<file path="config.mk">
export PLATFORM = sky130hd
export DESIGN_NAME = lcm_mixer
export DESIGN_NICKNAME = d
export VERILOG_FILES = /design/src/lcm_pkg.sv /design/src/lcm_mixer.sv
export VERILOG_INCLUDE_DIRS = /design/src
export SDC_FILE = /design/constraint.sdc
export NUM_CORES = 1
export LEC_CHECK = 0
export ABC_CLOCK_PERIOD_IN_PS = 3400
export BUFFER_PORTS_ARGS = -buffer_cell sky130_fd_sc_hd__buf_4
export CORE_MARGIN = 2
export CORE_UTILIZATION = 52
export DETAILED_ROUTE_END_ITERATION = 10
export MAX_ROUTING_LAYER = met4
export PLACE_DENSITY = 0.81
export REMOVE_ABC_BUFFERS = 1
export SLEW_MARGIN = 15
export SYNTH_ARGS = -nofsm -noshare
export SYNTH_HDL_FRONTEND = slang
export SYNTH_SLANG_ARGS = --single-unit
</file>
<file path="constraint.sdc">
create_clock -name core_clk_in -period 3.4 [get_ports core_clk_in]
set_input_delay 0.34 -clock core_clk_in [delete_from_list [all_inputs] [get_ports core_clk_in]]
set_output_delay 0.34 -clock core_clk_in [all_outputs]
set_load 0.005 [all_outputs]
</file>
<file path="src/lcm_consts.svh">
// lcm_consts.svh: offsets, field positions, reset values and command codes
// assumes inclusion by lcm_mixer.sv and its bench; lcm_pkg.sv does not include it
//
// Functional notes
// - block three line count is the smaller of block one and block two sizes
// - block four size comes from the lines-per-frame field
// - dual panel blanks lines between each block size and half frame
// - cursor width field holds pixels from character origin minus one
// - style bit 7 clear gives underscore cursor, set gives block cursor
// - height field places underscore line or sets block cursor height
// - step direction 00 right, 01 left, 10 up, 11 down; commands 4C-4F
// - after each memory access step one unit sideways or one pitch vertically
// - the cursor step is also the memory address increment
// - cursor moves in address units even with nine-pixel characters
// - cursor form command carries width then style/height as parameters
// - layer count bit 4 selects two or three layers
// - bit 3 selects text or graphics for screen block three
// - bit 2 selects text or graphics for screen block one
// - screen blocks two and four are graphics only
// - mix field 00 OR, 01 XOR, 10 AND, each then ORed with third layer
// - one composition method per layer, shared by its screen blocks
// - text first layer disables third layer; layers two and three graphics
// - each block size value equals line count minus one
`ifndef LCM_CONSTS_SVH
`define LCM_CONSTS_SVH

// ==========================================================================
// register addresses
`define LCM_ADDR_CURSOR_WIDTH   16'h8015
`define LCM_ADDR_CURSOR_STYLE   16'h8016
`define LCM_ADDR_CURSOR_STEP    16'h8017
`define LCM_ADDR_LAYER_MIX      16'h8018

// ==========================================================================
// reset values
`define LCM_RST_CURSOR_WIDTH    8'h00
`define LCM_RST_CURSOR_STYLE    8'h00
`define LCM_RST_CURSOR_STEP     8'h00
`define LCM_RST_LAYER_MIX       8'h00

// ==========================================================================
// field positions and masks
`define LCM_WIDTH_MASK          8'h0F
`define LCM_STYLE_MASK          8'h8F
`define LCM_STEP_MASK           8'h03
`define LCM_MIX_MASK            8'h1F
`define LCM_STYLE_BIT           7
`define LCM_COUNT_BIT           4
`define LCM_B3TYPE_BIT          3
`define LCM_B1TYPE_BIT          2

// ==========================================================================
// indirect command codes; form and overlay codes are arbitrary choices
`define LCM_CMD_FORM            8'h60
`define LCM_CMD_OVERLAY         8'h61
`define LCM_CMD_STEP_RIGHT      8'h4C
`define LCM_CMD_STEP_DOWN       8'h4F

`endif

</file>
<file path="src/lcm_pkg.sv">
// lcm_pkg.sv: types shared by the cursor and layer mixer
// needs no include path; uses nothing from lcm_consts.svh
package lcm_pkg;

  // ========================================================================
  // encodings
  typedef enum logic [1:0] {
    LCM_DIR_RIGHT = 2'b00,
    LCM_DIR_LEFT  = 2'b01,
    LCM_DIR_UP    = 2'b10,
    LCM_DIR_DOWN  = 2'b11
  } lcm_dir_e;

  typedef enum logic [1:0] {
    LCM_MIX_OR  = 2'b00,
    LCM_MIX_XOR = 2'b01,
    LCM_MIX_AND = 2'b10,
    LCM_MIX_RSV = 2'b11
  } lcm_mix_e;

  // parameter collection after an indirect command, gray along the path except the FORM1 to IDLE step
  typedef enum logic [1:0] {
    LCM_PS_IDLE  = 2'b00,
    LCM_PS_FORM0 = 2'b01,
    LCM_PS_FORM1 = 2'b11,
    LCM_PS_OVL0  = 2'b10
  } lcm_pstate_e;

  // ========================================================================
  // frame-stable display settings
  typedef struct packed {
    logic [3:0] width;
    logic [3:0] height;
    logic       block_style;
    logic       three_layer;
    logic       b3_graphics;
    logic       b1_graphics;
    lcm_mix_e   mix;
  } lcm_disp_s;

  // per-pixel layer samples
  typedef struct packed {
    logic l1;
    logic l2;
    logic l3;
  } lcm_layers_s;

endpackage

</file>
<file path="src/lcm_mixer.sv">
// lcm_mixer.sv: cursor form, cursor stepping and layer composition
// assumes host strobes and display-timing inputs are already on core_clk_in
`timescale 1ns/1ps
`include "lcm_consts.svh"
`default_nettype none

module lcm_mixer (
  input  wire logic                core_clk_in,
  input  wire logic                rst_n_in,
  // direct register access
  input  wire logic                reg_wr_in,
  input  wire logic                reg_rd_in,
  input  wire logic [15:0]         reg_addr_in,
  input  wire logic [7:0]          reg_wdata_in,
  output logic      [7:0]          reg_rdata_out,
  // indirect command access
  input  wire logic                cmd_wr_in,
  input  wire logic                prm_wr_in,
  input  wire logic [7:0]          cmd_data_in,
  // settings held by neighbouring registers
  input  wire logic [7:0]          block_one_lines_in,
  input  wire logic [7:0]          block_two_lines_in,
  input  wire logic [7:0]          frame_lines_in,
  input  wire logic [15:0]         addr_pitch_in,
  input  wire logic                dual_panel_in,
  // cursor address
  input  wire logic                cursor_load_in,
  input  wire logic [15:0]         cursor_load_val_in,
  input  wire logic                mem_access_in,
  output logic      [15:0]         cursor_addr_out,
  // display refresh
  input  wire logic                frame_start_in,
  input  wire logic [7:0]          panel_line_in,
  input  wire logic                lower_panel_in,
  input  wire logic                in_block_three_in,
  input  wire logic                cursor_cell_in,
  input  wire logic [3:0]          cell_x_in,
  input  wire logic [3:0]          cell_y_in,
  input  wire lcm_pkg::lcm_layers_s layers_in,
  output logic      [7:0]          block_three_lines_out,
  output logic      [7:0]          block_four_lines_out,
  output logic                     blank_out,
  output logic                     cursor_on_out,
  output logic                     pixel_out
);

  // ========================================================================
  // registers
  logic [7:0]              cursor_width_cfg_reg;
  logic [7:0]              cursor_style_height_cfg_reg;
  logic [7:0]              cursor_step_direction_cfg_reg;
  logic [7:0]              layer_mix_cfg_reg;
  lcm_pkg::lcm_pstate_e    pstate_reg;
  lcm_pkg::lcm_disp_s      disp_reg;
  logic [15:0]             cursor_addr_reg;
  logic [15:0]             cursor_addr_next;
  logic [7:0]              rdata_next;
  logic                    layer1_text;
  logic                    use_l3;
  logic                    mixed;
  logic                    cur_hit;
  logic [8:0]              half_lines;
  logic [7:0]              panel_size;

  // parameter sequencing after form and overlay commands
  always_ff @(posedge core_clk_in or negedge rst_n_in) begin
    if (!rst_n_in) begin
      pstate_reg <= lcm_pkg::LCM_PS_IDLE;
    end else if (cmd_wr_in) begin
      case (cmd_data_in)
        `LCM_CMD_FORM:    pstate_reg <= lcm_pkg::LCM_PS_FORM0;
        `LCM_CMD_OVERLAY: pstate_reg <= lcm_pkg::LCM_PS_OVL0;
        default:          pstate_reg <= lcm_pkg::LCM_PS_IDLE;
      endcase
    end else if (prm_wr_in) begin
      case (pstate_reg)
        lcm_pkg::LCM_PS_FORM0: pstate_reg <= lcm_pkg::LCM_PS_FORM1;
        default:               pstate_reg <= lcm_pkg::LCM_PS_IDLE;
      endcase
    end
  end

  // cursor form registers: direct writes or form parameters
  always_ff @(posedge core_clk_in or negedge rst_n_in) begin
    if (!rst_n_in) begin
      cursor_width_cfg_reg        <= `LCM_RST_CURSOR_WIDTH;
      cursor_style_height_cfg_reg <= `LCM_RST_CURSOR_STYLE;
    end else if (reg_wr_in && reg_addr_in == `LCM_ADDR_CURSOR_WIDTH) begin
      cursor_width_cfg_reg <= reg_wdata_in & `LCM_WIDTH_MASK;
    end else if (reg_wr_in && reg_addr_in == `LCM_ADDR_CURSOR_STYLE) begin
      cursor_style_height_cfg_reg <= reg_wdata_in & `LCM_STYLE_MASK;
    end else if (prm_wr_in && pstate_reg == lcm_pkg::LCM_PS_FORM0) begin
      cursor_width_cfg_reg <= cmd_data_in & `LCM_WIDTH_MASK;
    end else if (prm_wr_in && pstate_reg == lcm_pkg::LCM_PS_FORM1) begin
      cursor_style_height_cfg_reg <= cmd_data_in & `LCM_STYLE_MASK;
    end
  end

  // step direction: direct write or one of the four single-byte commands
  always_ff @(posedge core_clk_in or negedge rst_n_in) begin
    if (!rst_n_in) begin
      cursor_step_direction_cfg_reg <= `LCM_RST_CURSOR_STEP;
    end else if (reg_wr_in && reg_addr_in == `LCM_ADDR_CURSOR_STEP) begin
      cursor_step_direction_cfg_reg <= reg_wdata_in & `LCM_STEP_MASK;
    end else if (cmd_wr_in && cmd_data_in >= `LCM_CMD_STEP_RIGHT
                 && cmd_data_in <= `LCM_CMD_STEP_DOWN) begin
      cursor_step_direction_cfg_reg <= {6'h00, cmd_data_in[1:0]};
    end
  end

  // overlay register: direct write or overlay parameter
  always_ff @(posedge core_clk_in or negedge rst_n_in) begin
    if (!rst_n_in) begin
      layer_mix_cfg_reg <= `LCM_RST_LAYER_MIX;
    end else if (reg_wr_in && reg_addr_in == `LCM_ADDR_LAYER_MIX) begin
      layer_mix_cfg_reg <= reg_wdata_in & `LCM_MIX_MASK;
    end else if (prm_wr_in && pstate_reg == lcm_pkg::LCM_PS_OVL0) begin
      layer_mix_cfg_reg <= cmd_data_in & `LCM_MIX_MASK;
    end
  end

  // read mux; unmapped addresses answer zero
  always_comb begin
    case (reg_addr_in)
      `LCM_ADDR_CURSOR_WIDTH: rdata_next = cursor_width_cfg_reg;
      `LCM_ADDR_CURSOR_STYLE: rdata_next = cursor_style_height_cfg_reg;
      `LCM_ADDR_CURSOR_STEP:  rdata_next = cursor_step_direction_cfg_reg;
      `LCM_ADDR_LAYER_MIX:    rdata_next = layer_mix_cfg_reg;
      default:                rdata_next = 8'h00;
    endcase
  end

  // read data held until the next read strobe
  always_ff @(posedge core_clk_in or negedge rst_n_in) begin
    if (!rst_n_in) begin
      reg_rdata_out <= 8'h00;
    end else if (reg_rd_in) begin
      reg_rdata_out <= rdata_next;
    end
  end

  // ========================================================================
  // cursor address stepping; plain address units, so nine-pixel cells
  // need software to preset the address itself
  always_comb begin
    case (lcm_pkg::lcm_dir_e'(cursor_step_direction_cfg_reg[1:0]))
      lcm_pkg::LCM_DIR_RIGHT: cursor_addr_next = cursor_addr_reg + 16'h0001;
      lcm_pkg::LCM_DIR_LEFT:  cursor_addr_next = cursor_addr_reg - 16'h0001;
      lcm_pkg::LCM_DIR_UP:    cursor_addr_next = cursor_addr_reg - addr_pitch_in;
      lcm_pkg::LCM_DIR_DOWN:  cursor_addr_next = cursor_addr_reg + addr_pitch_in;
      default:                cursor_addr_next = cursor_addr_reg;
    endcase
  end

  // load beats a simultaneous access so the new address is not skipped
  always_ff @(posedge core_clk_in or negedge rst_n_in) begin
    if (!rst_n_in) begin
      cursor_addr_reg <= 16'h0000;
    end else if (cursor_load_in) begin
      cursor_addr_reg <= cursor_load_val_in;
    end else if (mem_access_in) begin
      cursor_addr_reg <= cursor_addr_next;
    end
  end

  assign cursor_addr_out = cursor_addr_reg;

  // ========================================================================
  // settings latched at frame start so a frame never mixes old and new
  always_ff @(posedge core_clk_in or negedge rst_n_in) begin
    if (!rst_n_in) begin
      disp_reg <= '0;
    end else if (frame_start_in) begin
      disp_reg.width       <= cursor_width_cfg_reg[3:0];
      disp_reg.height      <= cursor_style_height_cfg_reg[3:0];
      disp_reg.block_style <= cursor_style_height_cfg_reg[`LCM_STYLE_BIT];
      disp_reg.three_layer <= layer_mix_cfg_reg[`LCM_COUNT_BIT];
      disp_reg.b3_graphics <= layer_mix_cfg_reg[`LCM_B3TYPE_BIT];
      disp_reg.b1_graphics <= layer_mix_cfg_reg[`LCM_B1TYPE_BIT];
      disp_reg.mix         <= lcm_pkg::lcm_mix_e'(layer_mix_cfg_reg[1:0]);
    end
  end

  // ========================================================================
  // block heights: sizes are line counts minus one throughout
  always_ff @(posedge core_clk_in or negedge rst_n_in) begin
    if (!rst_n_in) begin
      block_three_lines_out <= 8'h00;
      block_four_lines_out  <= 8'h00;
    end else begin
      block_three_lines_out <= (block_one_lines_in < block_two_lines_in) ?
                               block_one_lines_in : block_two_lines_in;
      block_four_lines_out  <= frame_lines_in;
    end
  end

  // dual panel: lines past a block's size up to the half height go blank
  assign half_lines = ({1'b0, frame_lines_in} + 9'h001) >> 1;
  assign panel_size = lower_panel_in ? block_two_lines_in : block_one_lines_in;

  always_ff @(posedge core_clk_in or negedge rst_n_in) begin
    if (!rst_n_in) begin
      blank_out <= 1'b0;
    end else begin
      blank_out <= dual_panel_in && (panel_line_in > panel_size)
                   && ({1'b0, panel_line_in} < half_lines);
    end
  end

  // ========================================================================
  // cursor shape; width/height beyond the cell is software's concern
  always_comb begin
    if (disp_reg.block_style) begin
      cur_hit = (cell_x_in <= disp_reg.width)
                && (cell_y_in <= disp_reg.height);
    end else begin
      cur_hit = (cell_x_in <= disp_reg.width)
                && (cell_y_in == disp_reg.height);
    end
  end

  always_ff @(posedge core_clk_in or negedge rst_n_in) begin
    if (!rst_n_in) begin
      cursor_on_out <= 1'b0;
    end else begin
      cursor_on_out <= cursor_cell_in && cur_hit;
    end
  end

  // ========================================================================
  // layer composition; blocks two and four only ever feed graphics layers
  assign layer1_text = in_block_three_in ? !disp_reg.b3_graphics
                                         : !disp_reg.b1_graphics;
  assign use_l3      = disp_reg.three_layer && !layer1_text;

  // one method for the whole layer, whichever block supplies it
  always_comb begin
    case (disp_reg.mix)
      lcm_pkg::LCM_MIX_OR:  mixed = layers_in.l1 | layers_in.l2;
      lcm_pkg::LCM_MIX_XOR: mixed = layers_in.l1 ^ layers_in.l2;
      lcm_pkg::LCM_MIX_AND: mixed = layers_in.l1 & layers_in.l2;
      default:              mixed = layers_in.l1 | layers_in.l2;
    endcase
  end

  always_ff @(posedge core_clk_in or negedge rst_n_in) begin
    if (!rst_n_in) begin
      pixel_out <= 1'b0;
    end else begin
      pixel_out <= mixed | (use_l3 & layers_in.l3);
    end
  end

  // ========================================================================
  // checks
  // display checks skip the frame pulse edge, where latched settings change
  a_step_right: assert property (@(posedge core_clk_in) disable iff (!rst_n_in)
    mem_access_in && !cursor_load_in && cursor_step_direction_cfg_reg[1:0] == 2'b00
    |=> cursor_addr_reg == $past(cursor_addr_reg) + 16'h0001)
    else $error("cursor did not step right by one");

  a_step_down: assert property (@(posedge core_clk_in) disable iff (!rst_n_in)
    mem_access_in && !cursor_load_in && cursor_step_direction_cfg_reg[1:0] == 2'b11
    |=> cursor_addr_reg == $past(cursor_addr_reg) + $past(addr_pitch_in))
    else $error("cursor did not step down by pitch");

  a_addr_hold: assert property (@(posedge core_clk_in) disable iff (!rst_n_in)
    !mem_access_in && !cursor_load_in |=> $stable(cursor_addr_out))
    else $error("cursor address moved without access");

  a_step_cmd: assert property (@(posedge core_clk_in) disable iff (!rst_n_in)
    cmd_wr_in && !reg_wr_in && cmd_data_in == 8'h4E |=> cursor_step_direction_cfg_reg == 8'h02)
    else $error("up command did not select up");

  a_form_seq: assert property (@(posedge core_clk_in) disable iff (!rst_n_in)
    prm_wr_in && !reg_wr_in && pstate_reg == lcm_pkg::LCM_PS_FORM0
    |=> cursor_width_cfg_reg == ($past(cmd_data_in) & `LCM_WIDTH_MASK))
    else $error("form parameter not stored as width");

  a_frame_hold: assert property (@(posedge core_clk_in) disable iff (!rst_n_in)
    !frame_start_in |=> $stable(disp_reg))
    else $error("display settings changed mid frame");

  a_b3_min: assert property (@(posedge core_clk_in) disable iff (!rst_n_in)
    ##1 block_three_lines_out <= $past(block_one_lines_in)
    && block_three_lines_out <= $past(block_two_lines_in))
    else $error("block three height exceeds a block size");

  a_no_l3_text: assert property (@(posedge core_clk_in) disable iff (!rst_n_in)
    layer1_text && !layers_in.l1 && !layers_in.l2 && !frame_start_in |=> !pixel_out)
    else $error("third layer shown over text layer");

  a_xor_mix: assert property (@(posedge core_clk_in) disable iff (!rst_n_in)
    disp_reg.mix == lcm_pkg::LCM_MIX_XOR && !use_l3 && !frame_start_in
    |=> pixel_out == ($past(layers_in.l1) ^ $past(layers_in.l2)))
    else $error("xor composition wrong");

  a_blank_off: assert property (@(posedge core_clk_in) disable iff (!rst_n_in)
    !dual_panel_in |=> !blank_out)
    else $error("blanking outside dual panel");

  a_blank_on: assert property (@(posedge core_clk_in) disable iff (!rst_n_in)
    dual_panel_in && panel_line_in > panel_size
    && {panel_line_in, 1'b0} < {1'b0, frame_lines_in} |=> blank_out)
    else $error("line past block size not blanked");

  a_blank_size: assert property (@(posedge core_clk_in) disable iff (!rst_n_in)
    panel_line_in <= panel_size |=> !blank_out)
    else $error("line inside block size blanked");

  a_b4_frame: assert property (@(posedge core_clk_in) disable iff (!rst_n_in)
    ##1 block_four_lines_out == $past(frame_lines_in))
    else $error("block four size not lines per frame");

  a_rsv_or: assert property (@(posedge core_clk_in) disable iff (!rst_n_in)
    disp_reg.mix == lcm_pkg::LCM_MIX_RSV && !use_l3 && !frame_start_in
    |=> pixel_out == ($past(layers_in.l1) | $past(layers_in.l2)))
    else $error("reserved mix not composed as or");

  a_block_cur: assert property (@(posedge core_clk_in) disable iff (!rst_n_in)
    disp_reg.block_style && cursor_cell_in && !frame_start_in
    && cell_x_in <= disp_reg.width && cell_y_in <= disp_reg.height |=> cursor_on_out)
    else $error("block cursor pixel missing");

  a_under_line: assert property (@(posedge core_clk_in) disable iff (!rst_n_in)
    !disp_reg.block_style && cell_y_in != disp_reg.height && !frame_start_in |=> !cursor_on_out)
    else $error("underscore cursor off its line");

  a_l3_pass: assert property (@(posedge core_clk_in) disable iff (!rst_n_in)
    disp_reg.three_layer && disp_reg.b1_graphics && !in_block_three_in && layers_in.l3
    && !frame_start_in |=> pixel_out)
    else $error("third layer pixel lost");

  // main scenarios reached
  c_step_cmd:  cover property (@(posedge core_clk_in) cmd_wr_in && cmd_data_in == 8'h4D);
  c_three_mix: cover property (@(posedge core_clk_in) use_l3 && layers_in.l3);
  c_blank:     cover property (@(posedge core_clk_in) blank_out);
  c_block_cur: cover property (@(posedge core_clk_in) cursor_on_out && disp_reg.block_style);
  c_form_prm:  cover property (@(posedge core_clk_in) prm_wr_in && pstate_reg == lcm_pkg::LCM_PS_FORM1);

endmodule // lcm_mixer

`default_nettype wire

</file>
==> summary.txt, run 1 <==
Global routing
  • Total GRT Usage: 25.5%
  • Vias in the first global route: 4920
  • Largest net degree at the start of global routing: 74
  • Antenna violations before repair: 0
  • GR Overflow Total: 0
  • Global-route wire length before repair: 22100 µm

Power and ir drop
  • Static Leak: 3.26 nW
  • Pint: 0.00173 W
  • Switching power: 0.000849 W
  • Switching share of total power: 33.0%
  • Maximum vdd drop: 215 µV
  • Part of the power in registers: 39.0%
  • Pwr Density: 382 nW/µm²
  • Clock power frac: 24.6%
  • Combinational cell fraction of total power: 36.4%

Routing
  • Met3 wire len: 862 µm
  • Vias: 4851
  • Drt initial violations: 246
  • DRT antenna net count: 0
  • Drt drc: 0
  • Routed WL: 13300 µm
  • DR WL/cell: 15.3 µm
  • Number of detailed-route iterations in the first pass: 5
  • M1 wire length: 5510 µm
  • Uppermost layer routed: met4
  • Vias/cell: 5.57
  • Routed wl met2: 6670 µm

Placed design
  • Dpl cell area: 6570 µm²
  • PortBufs: 158
  • Final Wtd Congestion: 0.868
  • Cell count after placement: 856
  • Post-DP HPWL: 10500 µm

Yosys
  • Cell variety after synth: 58
  • Syn Inst Count: 569
  • EDFF count, synth: 0
  • Post-synthesis mux area share: 9.91%
  • Yosys reg bits: 73
  • Sequential share of the synthesized area: 35.2%
  • Main flop type after synthesis: dfrtp_1
  • XOR/XNOR Fraction of Synth Area: 3.54%
  • Post-synthesis adder-cell area fraction: 12.7%
  • Synth warn: 0
  • Cell taking the most area after synthesis: dfrtp_1
  • Synth top area cells: dfrtp_1, ha_1, o21ai_0
  • Async SR Flop Fraction: 100%
  • Area share of and/or/nand/nor cells after synthesis: 14.7%
  • Main combinational cell family by area after synthesis: compound AO/OA/AOI/OAI gates
  • Compound-Gate Fraction of Synth Area: 19.7%
  • Syn Area/Cell: 9.12 µm²
  • Post-synth top area share: 35.2%
  • Post-synthesis cell area: 5190 µm²

Final layout
  • Layout cells sized above 1: 29.4%
  • Cell Count, Final, Fillers Out: 871
  • Post-Route Utilization: 69.4%
  • Max FFs per register: 16
  • Reg area: 1830 µm²
  • Commonest non-fill, non-tap cells in the layout: buf_4, dfrtp_1, o21ai_0
  • Multi-input logic area: 3150 µm²
  • Antenna cells: 0
  • Fin area: 6750 µm²
  • Most common cell after layout, fill and taps aside: buf_4
  • Nets: 906
  • Fillcell total: 767
  • P&R area growth vs syn: 30.0%

Critical path
  • Worst EP required: 3.63 ns
  • CP Max Fanout: 4
  • CP arrival: 3.40 ns
  • R2r setup slk: 0.46 ns
  • Crit end category: flop
  • Critical path type: input pin to flop
  • Crit start category: input pin

Outcome
  • Status: finished clean

Clock tree
  • Clock Root Buffer: clkbuf_8
  • Clock Latency Late Sink: 0.35 ns
  • CTS resizes: 0
  • Clock slew at reported path FFs: 0.08 ns
  • CTS tree: built
  • Max H-tree Level: 3
  • Postcts setup bufs: 0
  • Clock sink total: 73
  • Cts hold-fix bufs: 0
  • Longest Clk Path Bufs: 2
  • Total CTS buffers: 9

Floorplan
  • Row cnt: 36
  • Initial Utilization: 53.3%
  • Die Y-Extent: 104 µm
  • Die X: 104 µm
  • Core area: 9730 µm²
  • Total die area: 10800 µm²
  • IO Pins: 163

STA
  • Final Hold Fails: 0
  • Max Freq: 0.316 GHz
  • Fin. max-slew vios: 0
  • Final worst path period need: 3.17 ns
  • Min Hold Slack: 0.124 ns
  • Worst clock skew: 0.00953 ns
  • Endpoints failing setup: 0
  • Slew Limit Headroom: 37.3%
  • Period utilisation layout: 93.2%
  • RSZ-0062 raised after global routing: false
  • Worst Tran Pin Value: 0.940 ns

Job
  • Max Cap Viol: 0

Worst hold path
  • HP Class: input pin to flop
==> cell families (layout without fill, tap and decap cells) <==
kind of cell / count (synthesis) / after routing
simple gates: 148 / 148
flops: 73 / 73
mux: 49 / 49
compound gates: 168 / 168
xor+xnor: 21 / 21
other cells: 1 / 2
fa+ha+maj: 52 / 52
buf+inv: 57 / 225
==> worst max-delay path, cell delays in order <==
cell and delay, ns:
buf_4 0.11, or4_1 0.56, or3_1 0.40, nor3_1 0.26, nor3_1 0.08, a21oi_1 0.14, o21ai_0 0.09, ha_1 0.36
nand2_1 0.08, nor2_1 0.04, a211oi_1 0.22, o21ai_1 0.19, a41o_1 0.29, xnor2_1 0.14, o21ai_0 0.09
==> path summary, 6_finish.rpt <==
path	start	endpoint	cells after the start
hold / removal	frame_lines_in[0]	block_four_lines_out[0]$_DFF_PN0_	1
setup / recovery	addr_pitch_in[6]	cursor_addr_out[15]$_DFFE_PN0P_	15
hold reg to reg	disp_reg[4]$_DFFE_PN0P_	pixel_out$_DFF_PN0_	1
min in group asynchronous	rst_n_in	cursor_addr_out[15]$_DFFE_PN0P_	1
max in group asynchronous	rst_n_in	layer_mix_cfg_reg[4]$_DFFE_PN0P_	1
setup reg to reg	cursor_step_direction_cfg_reg[0]$_DFFE_PN0P_	cursor_addr_out[14]$_DFFE_PN0P_	10
==> layout make-up <==
cell class	instances	area share, %
Clock buffer	11	2.24
Multi-Input combinational cell	440	46.6
Inverter	39	2.17
Clock inverter	4	0.426
Timing Repair Buffer	171	19.0
Tap cell	133	2.47
Sequential cell	73	27.1
==> stage by stage <==
stage | TNS, ns | power [W] | worst slack (ns)
floorplan | 0 | 0.00155 | 0.120
global placement | -0.0815 | 0.00191 | -0.0588
detailed placement | -0.364 | 0.00196 | -0.184
CTS | 0 | 0.00260 | 0.174
global route | 0 | 0.00275 | 0.00113
finish | 0 | 0.00258 | 0.232
==> per-layer routing <==
layer	global-route usage (%)	vias to the layer above
met5	-	-
met4	9.27	0
met3	5.45	26
met1	29.4	2271
li1	-	2389
met2	43.8	165
==> power by group through the flow <==
| stage | sequential (W) | combinational, W | clock (W) |
|---|---|---|---|
| CTS | 0.00100 | 0.000940 | 0.000654 |
| finish | 0.00100 | 0.000939 | 0.000633 |
| global placement | 0.00102 | 0.000895 | 0 |
| global route | 0.00101 | 0.00105 | 0.000687 |
| floorplan | 0.00102 | 0.000536 | 0 |
| detailed placement | 0.00102 | 0.000934 | 0 |
==> synthesized netlist by cell type, types with 5 or more instances <==
cell	number
nand3_1	10
nand2_1	40
mux2_2	19
mux2i_1	30
nor4_1	5
ha_1	51
a21oi_1	51
nor3_1	15
nor2b_1	8
a22oi_1	6
nor2_1	32
inv_1	39
dfrtp_1	73
nand2b_1	15
clkbuf_1	12
a21o_1	5
o21ai_0	61
xor2_1	7
xnor2_1	14
Note: power is estimated with default switching activity, not from simulation.
==> run 2: changes to the inputs <==
CELL_PAD_IN_SITES_DETAIL_PLACEMENT = 1   (was not set)
CELL_PAD_IN_SITES_GLOBAL_PLACEMENT = 2   (was not set)
CORE_MARGIN = 5   (was 2)
CORE_UTILIZATION = 30   (was 52)
PLACE_DENSITY = not set   (was 0.81)
PLACE_DENSITY_LB_ADDON = 0.1   (was not set)
==> summary.txt, run 2 (synthesis gave the netlist of run 1 again) <==
Routing
  • Vias/cell: 5.01
  • Number of detailed-route iterations in the first pass: 4
  • DRT antenna net count: 0
  • Routed WL: 16600 µm
  • Vias: 4856
  • Drt initial violations: 107
  • DR WL/cell: 17.1 µm
  • Drt drc: 0

Clock tree
  • Max H-tree Level: 3
  • CTS tree: built
  • Postcts setup bufs: 0
  • Clock slew at reported path FFs: 0.07 ns
  • Clock sink total: 73
  • Longest Clk Path Bufs: 2
  • Clock Root Buffer: clkbuf_16
  • Total CTS buffers: 9
  • Clock Latency Late Sink: 0.34 ns

Floorplan
  • Die X: 142 µm
  • Total die area: 20000 µm²
  • Initial Utilization: 30.3%
  • Row cnt: 48
  • Die Y-Extent: 142 µm
  • Core area: 17100 µm²
  • IO Pins: 163

Global routing
  • Global-route wire length before repair: 26900 µm
  • Vias in the first global route: 5381
  • Total GRT Usage: 17.2%
  • Antenna violations before repair: 0
  • GR Overflow Total: 0
  • Largest net degree at the start of global routing: 74

Worst hold path
  • Worst hold endpoint: block_four_lines_out[7]$_DFF_PN0_
  • Hold wc startpoint: frame_lines_in[7]
  • HP Class: input pin to flop
  • Hold path depth: 1

Critical path
  • Worst EP required: 3.62 ns
  • CP arrival: 3.32 ns
  • R2r endpoint: cursor_addr_out[14]$_DFFE_PN0P_
  • Crit end category: flop
  • Crit start category: input pin
  • R2R cell count: 11
  • Reg2Reg Launch Point: cursor_step_direction_cfg_reg[0]$_DFFE_PN0P_
  • Critical path origin: addr_pitch_in[6]
  • CP Max Fanout: 3
  • R2r setup slk: 0.49 ns
  • Critical path type: input pin to flop

Final layout
  • Antenna cells: 0
  • P&R area growth vs syn: 35.5%
  • Fin area: 7030 µm²
  • Layout cells sized above 1: 30.0%
  • Most common cell after layout, fill and taps aside: buf_4
  • Max FFs per register: 16
  • Post-Route Utilization: 41.1%
  • Nets: 911
  • Commonest non-fill, non-tap cells in the layout: buf_4, dfrtp_1, o21ai_0

STA
  • Endpoints failing setup: 0
  • Max Freq: 0.322 GHz
  • Fin. max-slew vios: 0
  • RSZ-0062 raised after global routing: false
  • Worst Tran Pin Value: 1.00 ns
  • Worst clock skew: 0.0108 ns
  • Final Hold Fails: 0
  • Final worst path period need: 3.10 ns
  • Worst setup margin: 0.298 ns
  • Period utilisation layout: 91.2%
  • Slew Limit Headroom: 33.3%
  • Final setup TNS: 0 ns

Placed design
  • Dpl cell area: 6720 µm²
  • PortBufs: 158
  • Post-Place Setup Slack: -0.0943 ns
  • Post-DP HPWL: 13400 µm
  • Final Wtd Congestion: 0.785

Power and ir drop
  • Static Leak: 3.35 nW
  • Maximum vdd drop: 282 µV
  • Pwr Density: 425 nW/µm²

Outcome
  • Status: finished clean

Job
  • Max Cap Viol: 0
==> run 2: changes by cell type in the layout (fill, tap and decap cells not counted), sizes merged <==
cell and delta:
clkinvlp -1, buf +5, inv +4, clkinv -1
clkbuf -2, bufinv +1
==> run 2: routing by layer <==
| metal | GRT usage (%) | wire, µm | vias to the layer above |
|---|---|---|---|
| li1 | - | - | 2395 |
| met1 | 20.3 | 7050 | 2361 |
| met2 | 30.7 | 8730 | 86 |
| met3 | 2.53 | 579 | 14 |
| met4 | 4.70 | 221 | 0 |
| met5 | - | 0 | - |
==> run 2: power by group <==
| part | switching [W] | internal [W] | total (W) |
|---|---|---|---|
| sequential | 0.0000641 | 0.000943 | 0.00101 |
| combinational | 0.000472 | 0.000501 | 0.000973 |
| clock | 0.000425 | 0.000583 | 0.00101 |
| total | 0.000961 | 0.00203 | 0.00299 |
==> run 2: timing repair <==
action,in CTS,in global routing
endpoints found under the setup margin,0,2
gates resized for setup,0,1
hold buffers,0,0
==> run 2: final cells by class <==
cell class	instances	area, µm²
repair buffers	176	1320
inverters	39	146
well taps	225	282
fillers	2031	10100
multi-input cells	440	3150
flip-flops and latches	73	1830
clock inverters	7	83.8
clock buffers	9	225
==> run 2: worst max path at each step <==
stage,depth (start not counted),endpoint
after floorplan,12,cursor_addr_out[15]$_DFFE_PN0P_
after global placement,13,cursor_addr_out[15]$_DFFE_PN0P_
after detailed placement,13,cursor_addr_out[15]$_DFFE_PN0P_
after CTS,15,cursor_addr_out[15]$_DFFE_PN0P_
after global routing,13,cursor_addr_out[13]$_DFFE_PN0P_
final,13,cursor_addr_out[15]$_DFFE_PN0P_
==> run 2: stage by stage <==
step                      power, W  cells  hold WS (ns)
after floorplan            0.00155    552        0.0444
after global placement     0.00197    953         0.478
after detailed placement   0.00201    953         0.478
after CTS                  0.00305    969         0.114
after global routing       0.00320    969         0.121
final                      0.00299    969         0.131
==> run 2: critical path: stages <==
cell,delay [ns]
buf_4,0.11
or4_1,0.57
or3_1,0.42
nor2b_1,0.15
o32a_1,0.29
ha_1,0.29
a21oi_1,0.18
nor2_1,0.07
a211oi_1,0.21
o21ai_1,0.16
a41o_1,0.28
xnor2_1,0.15
o21ai_0,0.10
